[src/wiper_pkg.sv]
// Constants shared by the serial wiper control logic
// Notes on behaviour
// RQ1: Code zero puts wiper at B end
// RQ2: Command 0xB address 0 loads wiper
// RQ3: Command 0x2 stores wiper, 25 ms
// RQ4: Wiper field is ten bits wide
// RQ5: Output shifts previous frame's word
// RQ6: Power-on loads wiper from store zero
// RQ7: Commands 0x1, 0x8 reload wiper from store
// RQ8: Preset low forces midscale, rise reloads
// RQ9: Step by one, shift doubles or halves
// RQ10: Bare chip-select strobe repeats last command
// RQ11: Write-protect blocks all but reloads
// RQ12: Host sends nop before releasing protect
// RQ13: Serial output released while deselected
// RQ14: Frames are 24 bits, MSB first
// RQ15: Execute only when chip select rises
// RQ16: Accept multiples of 24 bits only
// RQ17: Count not multiple of four discards
// RQ18: Works in modes 0,0 and 1,1
// RQ19: Codes 10, 9 read back; others chain
// RQ20: Host shifts 48 bits for two devices
// RQ21: Command, address, data fields select operation
// RQ22: Input shift register locked during store
// RQ23: Four command, four address, sixteen data
// RQ24: Readback appears in the following frame
// RQ25: Ready marks completion of slow commands
// RQ26: Step and shift saturate at limits
// RQ27: Strobe repeat ignored during store
package wiper_pkg;
   localparam int FRAME_BITS = 24;
   localparam int WIPER_BITS = 10;
   localparam int DATA_BITS = 16;
   localparam int CMD_MSB = 23;
   localparam int CMD_LSB = 20;
   localparam int ADDR_MSB = 19;
   localparam int ADDR_LSB = 16;
   localparam int STORE_WORDS = 16;
   localparam logic [9:0] WIPER_MIDSCALE = 10'h200;
   localparam logic [9:0] WIPER_FULL = 10'h3ff;
   localparam logic [15:0] STORE_RESET = 16'h0200;
   localparam logic [15:0] USER_RESET = 16'h0000;
   localparam logic [3:0] CMD_NOP = 4'h0;
   localparam logic [3:0] CMD_RESTORE = 4'h1;
   localparam logic [3:0] CMD_STORE_WIPER = 4'h2;
   localparam logic [3:0] CMD_STORE_USER = 4'h3;
   localparam logic [3:0] CMD_DEC_6DB_A = 4'h4;
   localparam logic [3:0] CMD_DEC_6DB_B = 4'h5;
   localparam logic [3:0] CMD_DEC_STEP_A = 4'h6;
   localparam logic [3:0] CMD_DEC_STEP_B = 4'h7;
   localparam logic [3:0] CMD_RESET_LOAD = 4'h8;
   localparam logic [3:0] CMD_READ_STORE = 4'h9;
   localparam logic [3:0] CMD_READ_WIPER = 4'ha;
   localparam logic [3:0] CMD_WRITE_WIPER = 4'hb;
   localparam logic [3:0] CMD_INC_6DB_A = 4'hc;
   localparam logic [3:0] CMD_INC_6DB_B = 4'hd;
   localparam logic [3:0] CMD_INC_STEP_A = 4'he;
   localparam logic [3:0] CMD_INC_STEP_B = 4'hf;
   localparam int CLK_HZ = 50000000;
   localparam int STORE_TIME_MS = 25;
   localparam int STORE_CYCLES = STORE_TIME_MS * (CLK_HZ / 1000);
   localparam int BIT_CNT_BITS = 16;
endpackage

[src/spi_frame_shifter.sv]
// Serial shifter: synchronises pins, counts bits, flags frame ends
`timescale 1ns/10ps
`default_nettype none
module spi_frame_shifter (
   input wire logic clk,
   input wire logic sys_rst,
   input wire logic clk_en,
   input wire logic sclk_pin,
   input wire logic cs_n_pin,
   input wire logic sdi_pin,
   input wire logic lock,
   input wire logic [23:0] load_word,
   input wire logic load_en,
   output logic [23:0] shift_word,
   output logic [15:0] bit_count,
   output logic cs_low,
   output logic frame_end,
   output logic sdo_bit
);
   // ==========================================
   // Pin synchronisers
   logic [1:0] sclk_sync;
   logic [1:0] cs_sync;
   logic [1:0] sdi_sync;
   logic sclk_prev;
   logic cs_prev;
   logic sclk_rise;
   logic sclk_fall;

   always_ff @(posedge clk) begin
      if (sys_rst) begin
         sclk_sync <= 2'h0;
         cs_sync <= 2'h3;
         sdi_sync <= 2'h0;
         sclk_prev <= 1'b0;
         cs_prev <= 1'b1;
      end else if (clk_en) begin
         sclk_sync <= {sclk_sync[0], sclk_pin};
         cs_sync <= {cs_sync[0], cs_n_pin};
         sdi_sync <= {sdi_sync[0], sdi_pin};
         sclk_prev <= sclk_sync[1];
         cs_prev <= cs_sync[1];
      end
   end

   // Edges looked at only on the second stage
   assign sclk_rise = clk_en && sclk_sync[1] && !sclk_prev;
   assign sclk_fall = clk_en && !sclk_sync[1] && sclk_prev;
   assign cs_low = !cs_sync[1];
   assign frame_end = clk_en && cs_sync[1] && !cs_prev;

   // ==========================================
   // Shift register and bit counter
   // Sample on rise, drive on fall: fits modes 0,0 and 1,1
   always_ff @(posedge clk) begin
      if (sys_rst) begin
         shift_word <= 24'h000000;
         bit_count <= 16'h0000;
      end else if (load_en) begin
         shift_word <= load_word;
         bit_count <= 16'h0000;
      end else if (clk_en && !lock && cs_low && sclk_rise) begin
         shift_word <= {shift_word[22:0], sdi_sync[1]}; // RQ14 RQ18 RQ22
         bit_count <= bit_count + 16'h0001;
      end
   end

   always_ff @(posedge clk) begin
      if (sys_rst) begin
         sdo_bit <= 1'b1;
      end else if (clk_en) begin
         if (!cs_low) begin
            sdo_bit <= 1'b1;
         end else if (sclk_fall || (cs_prev && cs_low)) begin
            sdo_bit <= shift_word[23]; // RQ5
         end
      end
   end
endmodule
`default_nettype wire

[src/spi_wiper_scratchpad_control.sv]
// Command decode, wiper scratchpad and nonvolatile store control
`timescale 1ns/10ps
`default_nettype none
module spi_wiper_scratchpad_control (
   input wire logic clk,
   input wire logic sys_rst,
   input wire logic clk_en,
   input wire logic sclk_pin,
   input wire logic cs_n_pin,
   input wire logic sdi_pin,
   input wire logic write_protect_n_pin,
   input wire logic preset_reload_pin,
   output logic sdo_o,
   output logic sdo_oe,
   output logic ready_o,
   output logic ready_oe,
   output logic [9:0] wiper_scratchpad,
   output logic store_busy
);
   typedef enum logic [1:0] {
      ST_POWERUP = 2'b00,
      ST_IDLE = 2'b01,
      ST_STORE = 2'b10
   } state_e;

   state_e state;
   logic [15:0] nonvolatile_store [0:15];
   logic [23:0] shift_word;
   logic [15:0] bit_count;
   logic cs_low;
   logic frame_end;
   logic sdo_bit;
   logic load_en;
   logic [23:0] load_word;
   logic [1:0] wp_sync;
   logic [1:0] pr_sync;
   logic pr_prev;
   logic pr_rise;
   logic [31:0] store_count;
   logic [3:0] last_cmd;
   logic [3:0] last_addr;
   logic [15:0] last_data;
   logic [3:0] cmd;
   logic [3:0] addr;
   logic [15:0] data;
   logic execute;
   logic bare_strobe;
   logic count_ok;
   logic wp_active;
   logic ready;
   logic store_start;
   logic storing;
   logic powering_up;
   logic preset_held;

   spi_frame_shifter shifter (
      .clk(clk),
      .sys_rst(sys_rst),
      .clk_en(clk_en),
      .sclk_pin(sclk_pin),
      .cs_n_pin(cs_n_pin),
      .sdi_pin(sdi_pin),
      .lock(state == ST_STORE),
      .load_word(load_word),
      .load_en(load_en),
      .shift_word(shift_word),
      .bit_count(bit_count),
      .cs_low(cs_low),
      .frame_end(frame_end),
      .sdo_bit(sdo_bit)
   );

   // ==========================================
   // Control pin synchronisers
   always_ff @(posedge clk) begin
      if (sys_rst) begin
         wp_sync <= 2'h3;
         pr_sync <= 2'h3;
         pr_prev <= 1'b1;
      end else if (clk_en) begin
         wp_sync <= {wp_sync[0], write_protect_n_pin};
         pr_sync <= {pr_sync[0], preset_reload_pin};
         pr_prev <= pr_sync[1];
      end
   end

   assign pr_rise = clk_en && pr_sync[1] && !pr_prev;
   assign wp_active = !wp_sync[1];

   // ==========================================
   // Frame decode
   assign count_ok = (bit_count[1:0] == 2'h0) &&
      ((bit_count % 16'h0018) == 16'h0000); // RQ16 RQ17
   assign bare_strobe = (bit_count == 16'h0000); // RQ10
   // A strobe during power-up or a store runs nothing
   assign execute = frame_end && (state == ST_IDLE) &&
      (count_ok || bare_strobe); // RQ15 RQ27
   assign cmd = bare_strobe ? last_cmd :
      shift_word[wiper_pkg::CMD_MSB:wiper_pkg::CMD_LSB]; // RQ21 RQ23
   assign addr = bare_strobe ? last_addr :
      shift_word[wiper_pkg::ADDR_MSB:wiper_pkg::ADDR_LSB];
   assign data = bare_strobe ? last_data :
      shift_word[wiper_pkg::DATA_BITS-1:0];
   // Ready drops on the very edge that enters the store
   assign store_start = execute && !wp_active &&
      (cmd == wiper_pkg::CMD_STORE_WIPER ||
       cmd == wiper_pkg::CMD_STORE_USER); // RQ3 RQ11

   always_ff @(posedge clk) begin
      if (sys_rst) begin
         last_cmd <= wiper_pkg::CMD_NOP;
         last_addr <= 4'h0;
         last_data <= 16'h0000;
      end else if (execute && !bare_strobe) begin
         last_cmd <= cmd;
         last_addr <= addr;
         last_data <= data;
      end
   end

   // ==========================================
   // Readback: loaded for the following frame
   always_comb begin
      load_en = 1'b0;
      load_word = shift_word;
      if (frame_end && !count_ok && !bare_strobe) begin
         load_en = 1'b1; // RQ17
      end else if (execute && cmd == wiper_pkg::CMD_READ_WIPER) begin
         load_en = 1'b1;
         load_word = {cmd, addr, 6'h00, wiper_scratchpad}; // RQ19 RQ24
      end else if (execute && cmd == wiper_pkg::CMD_READ_STORE) begin
         load_en = 1'b1;
         load_word = {cmd, addr, nonvolatile_store[addr]}; // RQ19 RQ24
      end else if (execute) begin
         load_en = 1'b1;
      end
   end

   // ==========================================
   // Sequencer: power-on load and store timing
   always_ff @(posedge clk) begin
      if (sys_rst) begin
         state <= ST_POWERUP;
         store_count <= 32'h00000000;
      end else if (clk_en) begin
         case (state)
            ST_POWERUP: begin
               state <= ST_IDLE;
            end
            ST_IDLE: begin
               if (store_start) begin
                  state <= ST_STORE;
                  store_count <= 32'h00000000;
               end
            end
            ST_STORE: begin
               if (store_count == 32'(wiper_pkg::STORE_CYCLES - 1)) begin
                  state <= ST_IDLE; // RQ3 RQ22
               end else begin
                  store_count <= store_count + 32'h00000001;
               end
            end
            default: begin
               state <= ST_IDLE;
            end
         endcase
      end
   end

   // ==========================================
   // Nonvolatile store array
   // Stands in for cells; array resets to factory content
   genvar gi;
   generate
      for (gi = 0; gi < wiper_pkg::STORE_WORDS; gi++) begin : g_store
         always_ff @(posedge clk) begin
            if (sys_rst) begin
               nonvolatile_store[gi] <= (gi == 0) ?
                  wiper_pkg::STORE_RESET : wiper_pkg::USER_RESET;
            end else if (clk_en && execute && !wp_active) begin
               if (gi == 0 && cmd == wiper_pkg::CMD_STORE_WIPER) begin
                  nonvolatile_store[gi] <= {6'h00, wiper_scratchpad}; // RQ3
               end else if (gi != 0 && addr == 4'(gi) &&
                  cmd == wiper_pkg::CMD_STORE_USER) begin
                  nonvolatile_store[gi] <= data;
               end
            end
         end
      end
   endgenerate

   // ==========================================
   // Busy sources for the ready pin
   assign powering_up = (state == ST_POWERUP);
   assign storing = (state == ST_STORE);
   assign preset_held = !pr_sync[1];

   // ==========================================
   // Wiper adjustment helpers
   // Limits checked once so every command saturates alike
   logic wiper_at_zero;
   logic wiper_at_full;
   logic [9:0] wiper_up;
   logic [9:0] wiper_down;
   logic [9:0] wiper_double;
   logic [9:0] wiper_half;
   logic wiper_change_ok;

   assign wiper_at_zero = (wiper_scratchpad == 10'h000);
   assign wiper_at_full = (wiper_scratchpad == wiper_pkg::WIPER_FULL);
   assign wiper_up = wiper_at_full ? wiper_scratchpad :
      wiper_scratchpad + 10'h001; // RQ9 RQ26
   assign wiper_down = wiper_at_zero ? wiper_scratchpad :
      wiper_scratchpad - 10'h001; // RQ9 RQ26
   // Top bit set: doubling would overflow, so clamp
   assign wiper_double = wiper_scratchpad[9] ? wiper_pkg::WIPER_FULL :
      {wiper_scratchpad[8:0], 1'b0}; // RQ9 RQ26
   assign wiper_half = {1'b0, wiper_scratchpad[9:1]}; // RQ9
   // Reloads bypass this, so they still work under protect
   assign wiper_change_ok = !wp_active; // RQ11

   // ==========================================
   // Wiper scratchpad
   always_ff @(posedge clk) begin
      if (sys_rst) begin
         wiper_scratchpad <= wiper_pkg::WIPER_MIDSCALE;
      end else if (clk_en) begin
         if (preset_held) begin
            wiper_scratchpad <= wiper_pkg::WIPER_MIDSCALE; // RQ8
         end else if (pr_rise || powering_up) begin
            wiper_scratchpad <= nonvolatile_store[0][9:0]; // RQ6 RQ8
         end else if (execute) begin
            case (cmd)
               wiper_pkg::CMD_RESTORE, wiper_pkg::CMD_RESET_LOAD: begin
                  wiper_scratchpad <= nonvolatile_store[0][9:0]; // RQ7
               end
               wiper_pkg::CMD_WRITE_WIPER: begin
                  if (wiper_change_ok && addr == 4'h0) begin
                     wiper_scratchpad <= data[9:0]; // RQ2 RQ4 RQ11
                  end
               end
               wiper_pkg::CMD_DEC_STEP_A, wiper_pkg::CMD_DEC_STEP_B: begin
                  if (wiper_change_ok) begin
                     wiper_scratchpad <= wiper_down; // RQ9 RQ26
                  end
               end
               wiper_pkg::CMD_INC_STEP_A, wiper_pkg::CMD_INC_STEP_B: begin
                  if (wiper_change_ok) begin
                     wiper_scratchpad <= wiper_up; // RQ9 RQ26
                  end
               end
               wiper_pkg::CMD_DEC_6DB_A, wiper_pkg::CMD_DEC_6DB_B: begin
                  if (wiper_change_ok) begin
                     wiper_scratchpad <= wiper_half; // RQ9
                  end
               end
               wiper_pkg::CMD_INC_6DB_A, wiper_pkg::CMD_INC_6DB_B: begin
                  if (wiper_change_ok) begin
                     wiper_scratchpad <= wiper_double; // RQ9 RQ26
                  end
               end
               default: begin
                  wiper_scratchpad <= wiper_scratchpad;
               end
            endcase
         end
      end
   end

   // ==========================================
   // Ready: low while busy, high after completion
   always_ff @(posedge clk) begin
      if (sys_rst) begin
         ready <= 1'b0;
      end else if (clk_en) begin
         if (powering_up || storing || store_start || preset_held) begin
            ready <= 1'b0; // RQ25
         end else begin
            ready <= 1'b1; // RQ25
         end
      end
   end

   // Open-drain pins: only ever pull low
   assign sdo_o = 1'b0;
   assign sdo_oe = cs_low && !sdo_bit; // RQ13
   assign ready_o = 1'b0;
   assign ready_oe = !ready;
   assign store_busy = storing;
   // Code zero is B end; analog ladder outside this block
   // RQ1
endmodule
`default_nettype wire

[config.mk]
export PLATFORM = sky130hd
export DESIGN_NAME = spi_wiper_scratchpad_control
export DESIGN_NICKNAME = d
export VERILOG_FILES = /design/src/wiper_pkg.sv /design/src/spi_frame_shifter.sv /design/src/spi_wiper_scratchpad_control.sv
export SDC_FILE = /design/constraint.sdc
export NUM_CORES = 1
export LEC_CHECK = 0
export BUFFER_PORTS_ARGS = -buffer_cell sky130_fd_sc_hd__buf_2
export CELL_PAD_IN_SITES_DETAIL_PLACEMENT = 1
export CELL_PAD_IN_SITES_GLOBAL_PLACEMENT = 1
export CORE_ASPECT_RATIO = 0.7
export CORE_MARGIN = 2
export CORE_UTILIZATION = 54
export CTS_CLUSTER_SIZE = 12
export DETAILED_ROUTE_END_ITERATION = 10
export PLACE_DENSITY = 0.94
export SYNTH_ARGS = -nofsm -noshare
export SYNTH_HDL_FRONTEND = slang
export SYNTH_SLANG_ARGS = --single-unit
export TNS_END_PERCENT = 10
[constraint.sdc]
create_clock -name clk -period 11.8 [get_ports clk]
set_clock_uncertainty 0.15 [all_clocks]
set_input_delay 3.54 -clock clk [delete_from_list [all_inputs] [get_ports clk]]
set_output_delay 3.54 -clock clk [all_outputs]
set_load 0.01 [all_outputs]
=== Yosys cells after proc, flatten, opt, wreduce, memory -nomap -nowiden ===
Memories as Yosys holds them, arrays and structs flattened.
Index checks and enable logic that the tools add are counted.

* Register bits after elaboration: 123
* RAM bits: 256
* Bits of input ports: 8
* Output and inout bits: 15
* Word-level logic and storage cells: 282
* Memories: 1

{| class="wikitable"
|+ Memory list
! name !! words !! bits a word !! rd ports !! clocked after Yosys merged registers in !! write ports !! RTL line !! RTL
|-
| nonvolatile_store || 16 || 16 || 2 || 0 || 16 || spi_wiper_scratchpad_control.sv:27 || <nowiki>logic [15:0] nonvolatile_store [0:15];</nowiki>
|}

* Add/subtract/negate cells: 4
* Div/mod/pow operators: 1
* Equal/unequal tests: 48
* Multiplexer cells: 115
* Bitwise operators: 16
* Reduce and logical (&&, ||, !) cells: 79

{| class="wikitable"
|+ Operators with widths
! kind !! number
|-
| $mux W16 || 17
|-
| $mux W24 || 5
|-
| $mux W10 || 11
|-
| $mux W1 || 73
|-
| $eq A4 B4 Y1 const B || 16
|-
| $mux W32 || 2
|-
| $pmux W32 S2 || 1
|-
| $pmux W10 S6 || 1
|-
| $logic_and A1 B1 Y1 || 41
|-
| $add A32 B1 Y32 const B || 1
|-
| $eq A32 B21 Y1 const B || 1
|-
| $eq A4 B3 Y1 const B || 8
|-
| $logic_not A16 Y1 || 2
|-
| $ne A4 B4 Y1 const B || 7
|-
| $add A16 B1 Y16 const B || 1
|-
| $eq A4 B2 Y1 const B || 4
|-
| $mod A16 B5 Y16 const B || 1
|-
| $or A1 B1 Y1 || 16
|-
| $reduce_or A2 Y1 || 6
|-
| $logic_not A1 Y1 || 11
|-
| $add A10 B1 Y10 const B || 1
|-
| $eq A10 B10 Y1 const B || 1
|-
| $logic_not A10 Y1 || 1
|-
| $reduce_and A10 Y1 || 1
|-
| other kinds (17) || 34
|}

=== Logic depth before layout (Yosys ltp) ===
* Depth in word-level cells: 11
* Depth in mapped cells: 22
* Mapped depth without buffers: 20

=== Modules after synthesis ===
A second synthesis with hierarchy kept.

* Cells, all modules: 2,096
* Area, all modules: 19,113.3 um2

{| class="wikitable"
|+ Modules (own cells, without submodules)
! module !! times used !! cells an instance !! area an instance (um2) !! seq. area each (um2)
|-
| spi_wiper_scratchpad_control || 1 || 1,834 || 16,995.0 || 8,988.6
|-
| spi_frame_shifter || 1 || 262 || 2,118.3 || 980.9
|}

=== Worst setup path before layout ===
No wires, ideal clock.

* Path kind: in2reg
* Start: input port clk_en
* End: memory nonvolatile_store[14][0] (enable)
* Setup time: 0.411 ns
* Arrival: 6.167 ns
* Required time: 11.239 ns
* Path slack: 5.071 ns
* Cell stages on the path: 7
* Buffers on the path: 1
* Cells stage by stage: clkbuf_1 > nand3b_1 > or3_1 > a21o_1 > nor3_4 > nand2_1 > o21ai_0

{| class="wikitable"
|+ RTL lines
! item !! RTL line !! RTL
|-
| start: declaration || spi_wiper_scratchpad_control.sv:7 || <nowiki>input wire logic clk_en,</nowiki>
|-
| end: declaration || spi_wiper_scratchpad_control.sv:27 ||
|}

==> results by group <==
STA
  – Setup TNS: 0 ns
  – Slew @ Worst Pin: 1.34 ns
  – WHS: 0.336 ns
  – Final Max Slew Viols: 0
  – RSZ-0062 raised after global routing: no
  – Achievable frequency: 0.155 GHz
  – Tmin final: 6.46 ns
  – Worst slew margin: 0.0991
  – Endpoints failing setup: 0
  – Tcrit/Tclk final: 0.548
  – Final Hold Viols: 0
  – Worst Setup Slack, final: 5.34 ns

Placed design
  – Detailed Place HPWL: 37.9 mm
  – RePlAce Congestion: 0.857
  – DP Area: 19,000 µm²
  – Pre-CTS WS: 4.96 ns
  – I/O Buffers: 20
  – Post-Place Cells: 2,366

Global routing
  – Initial antenna violation count: 0
  – GRT Resource Usage Total: 0.364
  – Vias in the first global route: 17,500
  – Grt ovf: 0
  – Largest net degree at the start of global routing: 87
  – First-pass GRT wire length: 102 mm

Clocking
  – CTS max path bufs: 3
  – Worst-skew pair later-pin latency: 0.55 ns
  – CTS Root Cell: clkbuf_16
  – TritonCTS Buffers: 38
  – CTS tree: yes
  – Clock sinks: 373
  – Clock Pin Slew Worst Setup and Hold Paths: 0.06 ns
  – CTS H-tree depth: 2
  – CTS resizes: 0
  – Setup repair bufs after CTS: 0
  – Number of hold buffers added after CTS: 0

Route
  – DR iter-0 viols: 2,227
  – Routed wire length: 65.4 mm
  – DR WL/cell: 26.9 µm
  – First-pass DRT Iterations: 6
  – Post-route ant nets: 0
  – Vias/cell: 6.83
  – Via count: 16,600
  – DRC viols: 0

Logic synthesis
  – Post-synth top area share: 0.405
  – Mapped cell area: 18,600 µm²
  – Cell count after synthesis: 1,986
  – Ys async rst share: 0
  – Avg Synthesized Cell Area: 9.34 µm²
  – Seq/Total Area, Yosys: 0.537
  – Synth cell types: 77
  – Most frequent cell after synthesis: nand2_1
  – Post-synth EDFFs: 250
  – Synthesis-stage register bit count: 373
  – Synth Flop Type: edfxtp_1
  – Cell taking the most area after synthesis: edfxtp_1
  – Top post-synthesis cells by count: 323 x nand2_1, 286 x nor2_1, 250 x edfxtp_1
  – Synthesis Warnings: 0
  – Top post-synthesis cells by area: edfxtp_1 40%, dfxtp_1 13%, nand2_1 6.5%

Hold path
  – Hold depth: 2
  – Hold crit path type: flop to flop
  – Hold Path Origin: ready$_SDFFE_PP0P_
  – Hold path endpoint: ready$_SDFFE_PP0P_

Critical path
  – Worst Reg-to-Reg Cells: 21
  – Critical Path AT: 6.46 ns
  – R2r setup slk: 6.05 ns
  – Worst setup SP type: primary input
  – R2R Path Start: shifter.bit_count[0]$_SDFFE_PP0P_
  – CP max FO: 18
  – Worst path required time: 11.80 ns
  – Reg2reg end: wiper_scratchpad[9]$_SDFFE_PP1P_
  – Critical path endpoint category: flop
  – Crit path kind: primary input to flop

Run
  – Max_cap viols: 0

Floorplan
  – Die Area: 35,900 µm²
  – Die span in y: 159 µm
  – IO Pins: 23
  – Initial Util: 0.551
  – Die width: 226 µm
  – Num rows: 56
  – Core box area: 33,700 µm²

Power
  – Peak VDD IR: 129 µV
  – NetSw: 624 µW
  – Clock share of power: 0.429
  – Logic pwr share: 0.037
  – Int Power: 2.07 mW
  – Sequential share of power: 0.534
  – Leakage Power: 6.71 nW
  – Net Sw Frac: 0.231
  – P per Cell Area: 134 nW/µm²

Layout
  – Layout fillers: 3,731
  – Area Growth Syn to Fin: 8.65%
  – Fin nets: 1,962
  – Post-route insts no fill: 2,433
  – Area of the multi-input gates: 7920 µm²
  – Post-route cell area: 20,200 µm²
  – Share of cells above drive strength 1: 0.0797
  – Register area: 9970 µm²
  – Antenna diodes: 0

Status
  – Outcome: complete, no violations
==> power by group through the flow <==
stage,combinational [mW],clock [mW],sequential (mW)
final,0.0998,1.16,1.44
after global routing,0.105,1.20,1.44
after CTS,0.0963,1.15,1.44
after detailed placement,0.0920,0,1.47
after global placement,0.0853,0,1.46
after floorplan,0.0586,0,1.46
==> state kept, by name, summed over array words and instances, names as in the netlist, 2 cells and up <==
name,count
nonvolatile_store,250
store_count,32
shifter.shift_word,24
last_data,16
shifter.bit_count,16
wiper_scratchpad,10
last_addr,4
last_cmd,4
pr_sync,2
shifter.cs_sync,2
shifter.sclk_sync,2
shifter.sdi_sync,2
state,2
wp_sync,2
==> placed cells by master (no fill, tap or decap), types with 7 or more instances in the layout <==
master	netlist	routed
or3_1	35	35
xor2_1	12	12
a211oi_1	25	25
and2_1	23	23
nor4_1	7	7
mux2i_1	65	61
nor2_1	286	285
nand3_1	137	137
mux2_2	8	7
o211ai_1	14	14
ha_1	11	11
o31ai_1	10	10
and4_1	7	7
edfxtp_1	250	250
dfxtp_1	123	123
a31o_2	8	8
a31oi_1	16	16
o21ai_1	4	18
nand4_1	16	16
a311oi_1	27	27
nor3_1	78	78
o22ai_1	8	8
nand2_1	323	323
clkbuf_16	0	39
and3_1	31	31
xnor2_1	19	19
clkbuf_1	120	19
a21oi_1	83	83
buf_4	7	53
inv_1	22	21
nand2b_1	9	9
o32ai_1	15	15
o21ai_0	58	42
buf_2	16	20
or4_1	15	15
==> worst max-delay path, stage by stage <==
cell      delay, ns
buf_2          0.37
nand3b_1       0.26
or3_1          0.50
a21o_1         0.26
nor3_4         0.35
nand2_1        0.22
o21ai_2        0.95
==> worst max path at each step <==
stage               cells after the start                                 endpoint   start
floorplan                               7   nonvolatile_store[14][0]$_SDFFCE_PN0P_  clk_en
finish                                  7  nonvolatile_store[15][11]$_SDFFCE_PN0P_  clk_en
detailed placement                      7   nonvolatile_store[15][3]$_SDFFCE_PN0P_  clk_en
global route                            7  nonvolatile_store[15][11]$_SDFFCE_PN0P_  clk_en
global placement                        7   nonvolatile_store[15][4]$_SDFFCE_PN0P_  clk_en
CTS                                     7  nonvolatile_store[15][11]$_SDFFCE_PN0P_  clk_en
==> metrics by stage <==
stage	utilization	power (mW)
CTS	0.598	2.69
floorplan	-	1.52
global placement	0.565	1.55
finish	0.598	2.70
global route	0.598	2.75
detailed placement	0.565	1.56
==> per-layer routing <==
layer,share of wire,routed length (µm),vias to the layer above,track usage
met2,0.48,31100,1140,0.598
li1,-,-,7019,-
met5,0,0,-,0
met1,0.37,24400,8164,0.463
met4,0.050,3240,0,0.172
met3,0.10,6670,294,0.0720
==> layout make-up <==
class	count	share of cell area
multi-input combinational	1434	0.393
timing repair buffer	73	0.0247
clock buffer	59	0.0526
tap	464	0.0288
inverter	22	0.00410
sequential	373	0.494
clock inverter	8	0.00267
==> kinds of logic (layout without fill, tap and decap cells) <==
| logic type | after synthesis | in the layout | share of synthesized area |
|---|---|---|---|
| other | 1 | 2 | 0.000202 |
| buffers and inverters | 180 | 162 | 0.0397 |
| multiplexers | 74 | 74 | 0.0405 |
| flip-flops | 373 | 373 | 0.537 |
| adder cells (fa/ha/maj) | 12 | 12 | 0.00850 |
| XOR/XNOR | 31 | 31 | 0.0146 |
| AO/OA/AOI/OAI | 313 | 313 | 0.113 |
| AND/OR/NAND/NOR | 1002 | 1002 | 0.246 |
Note: power is estimated with default switching activity, not from simulation.
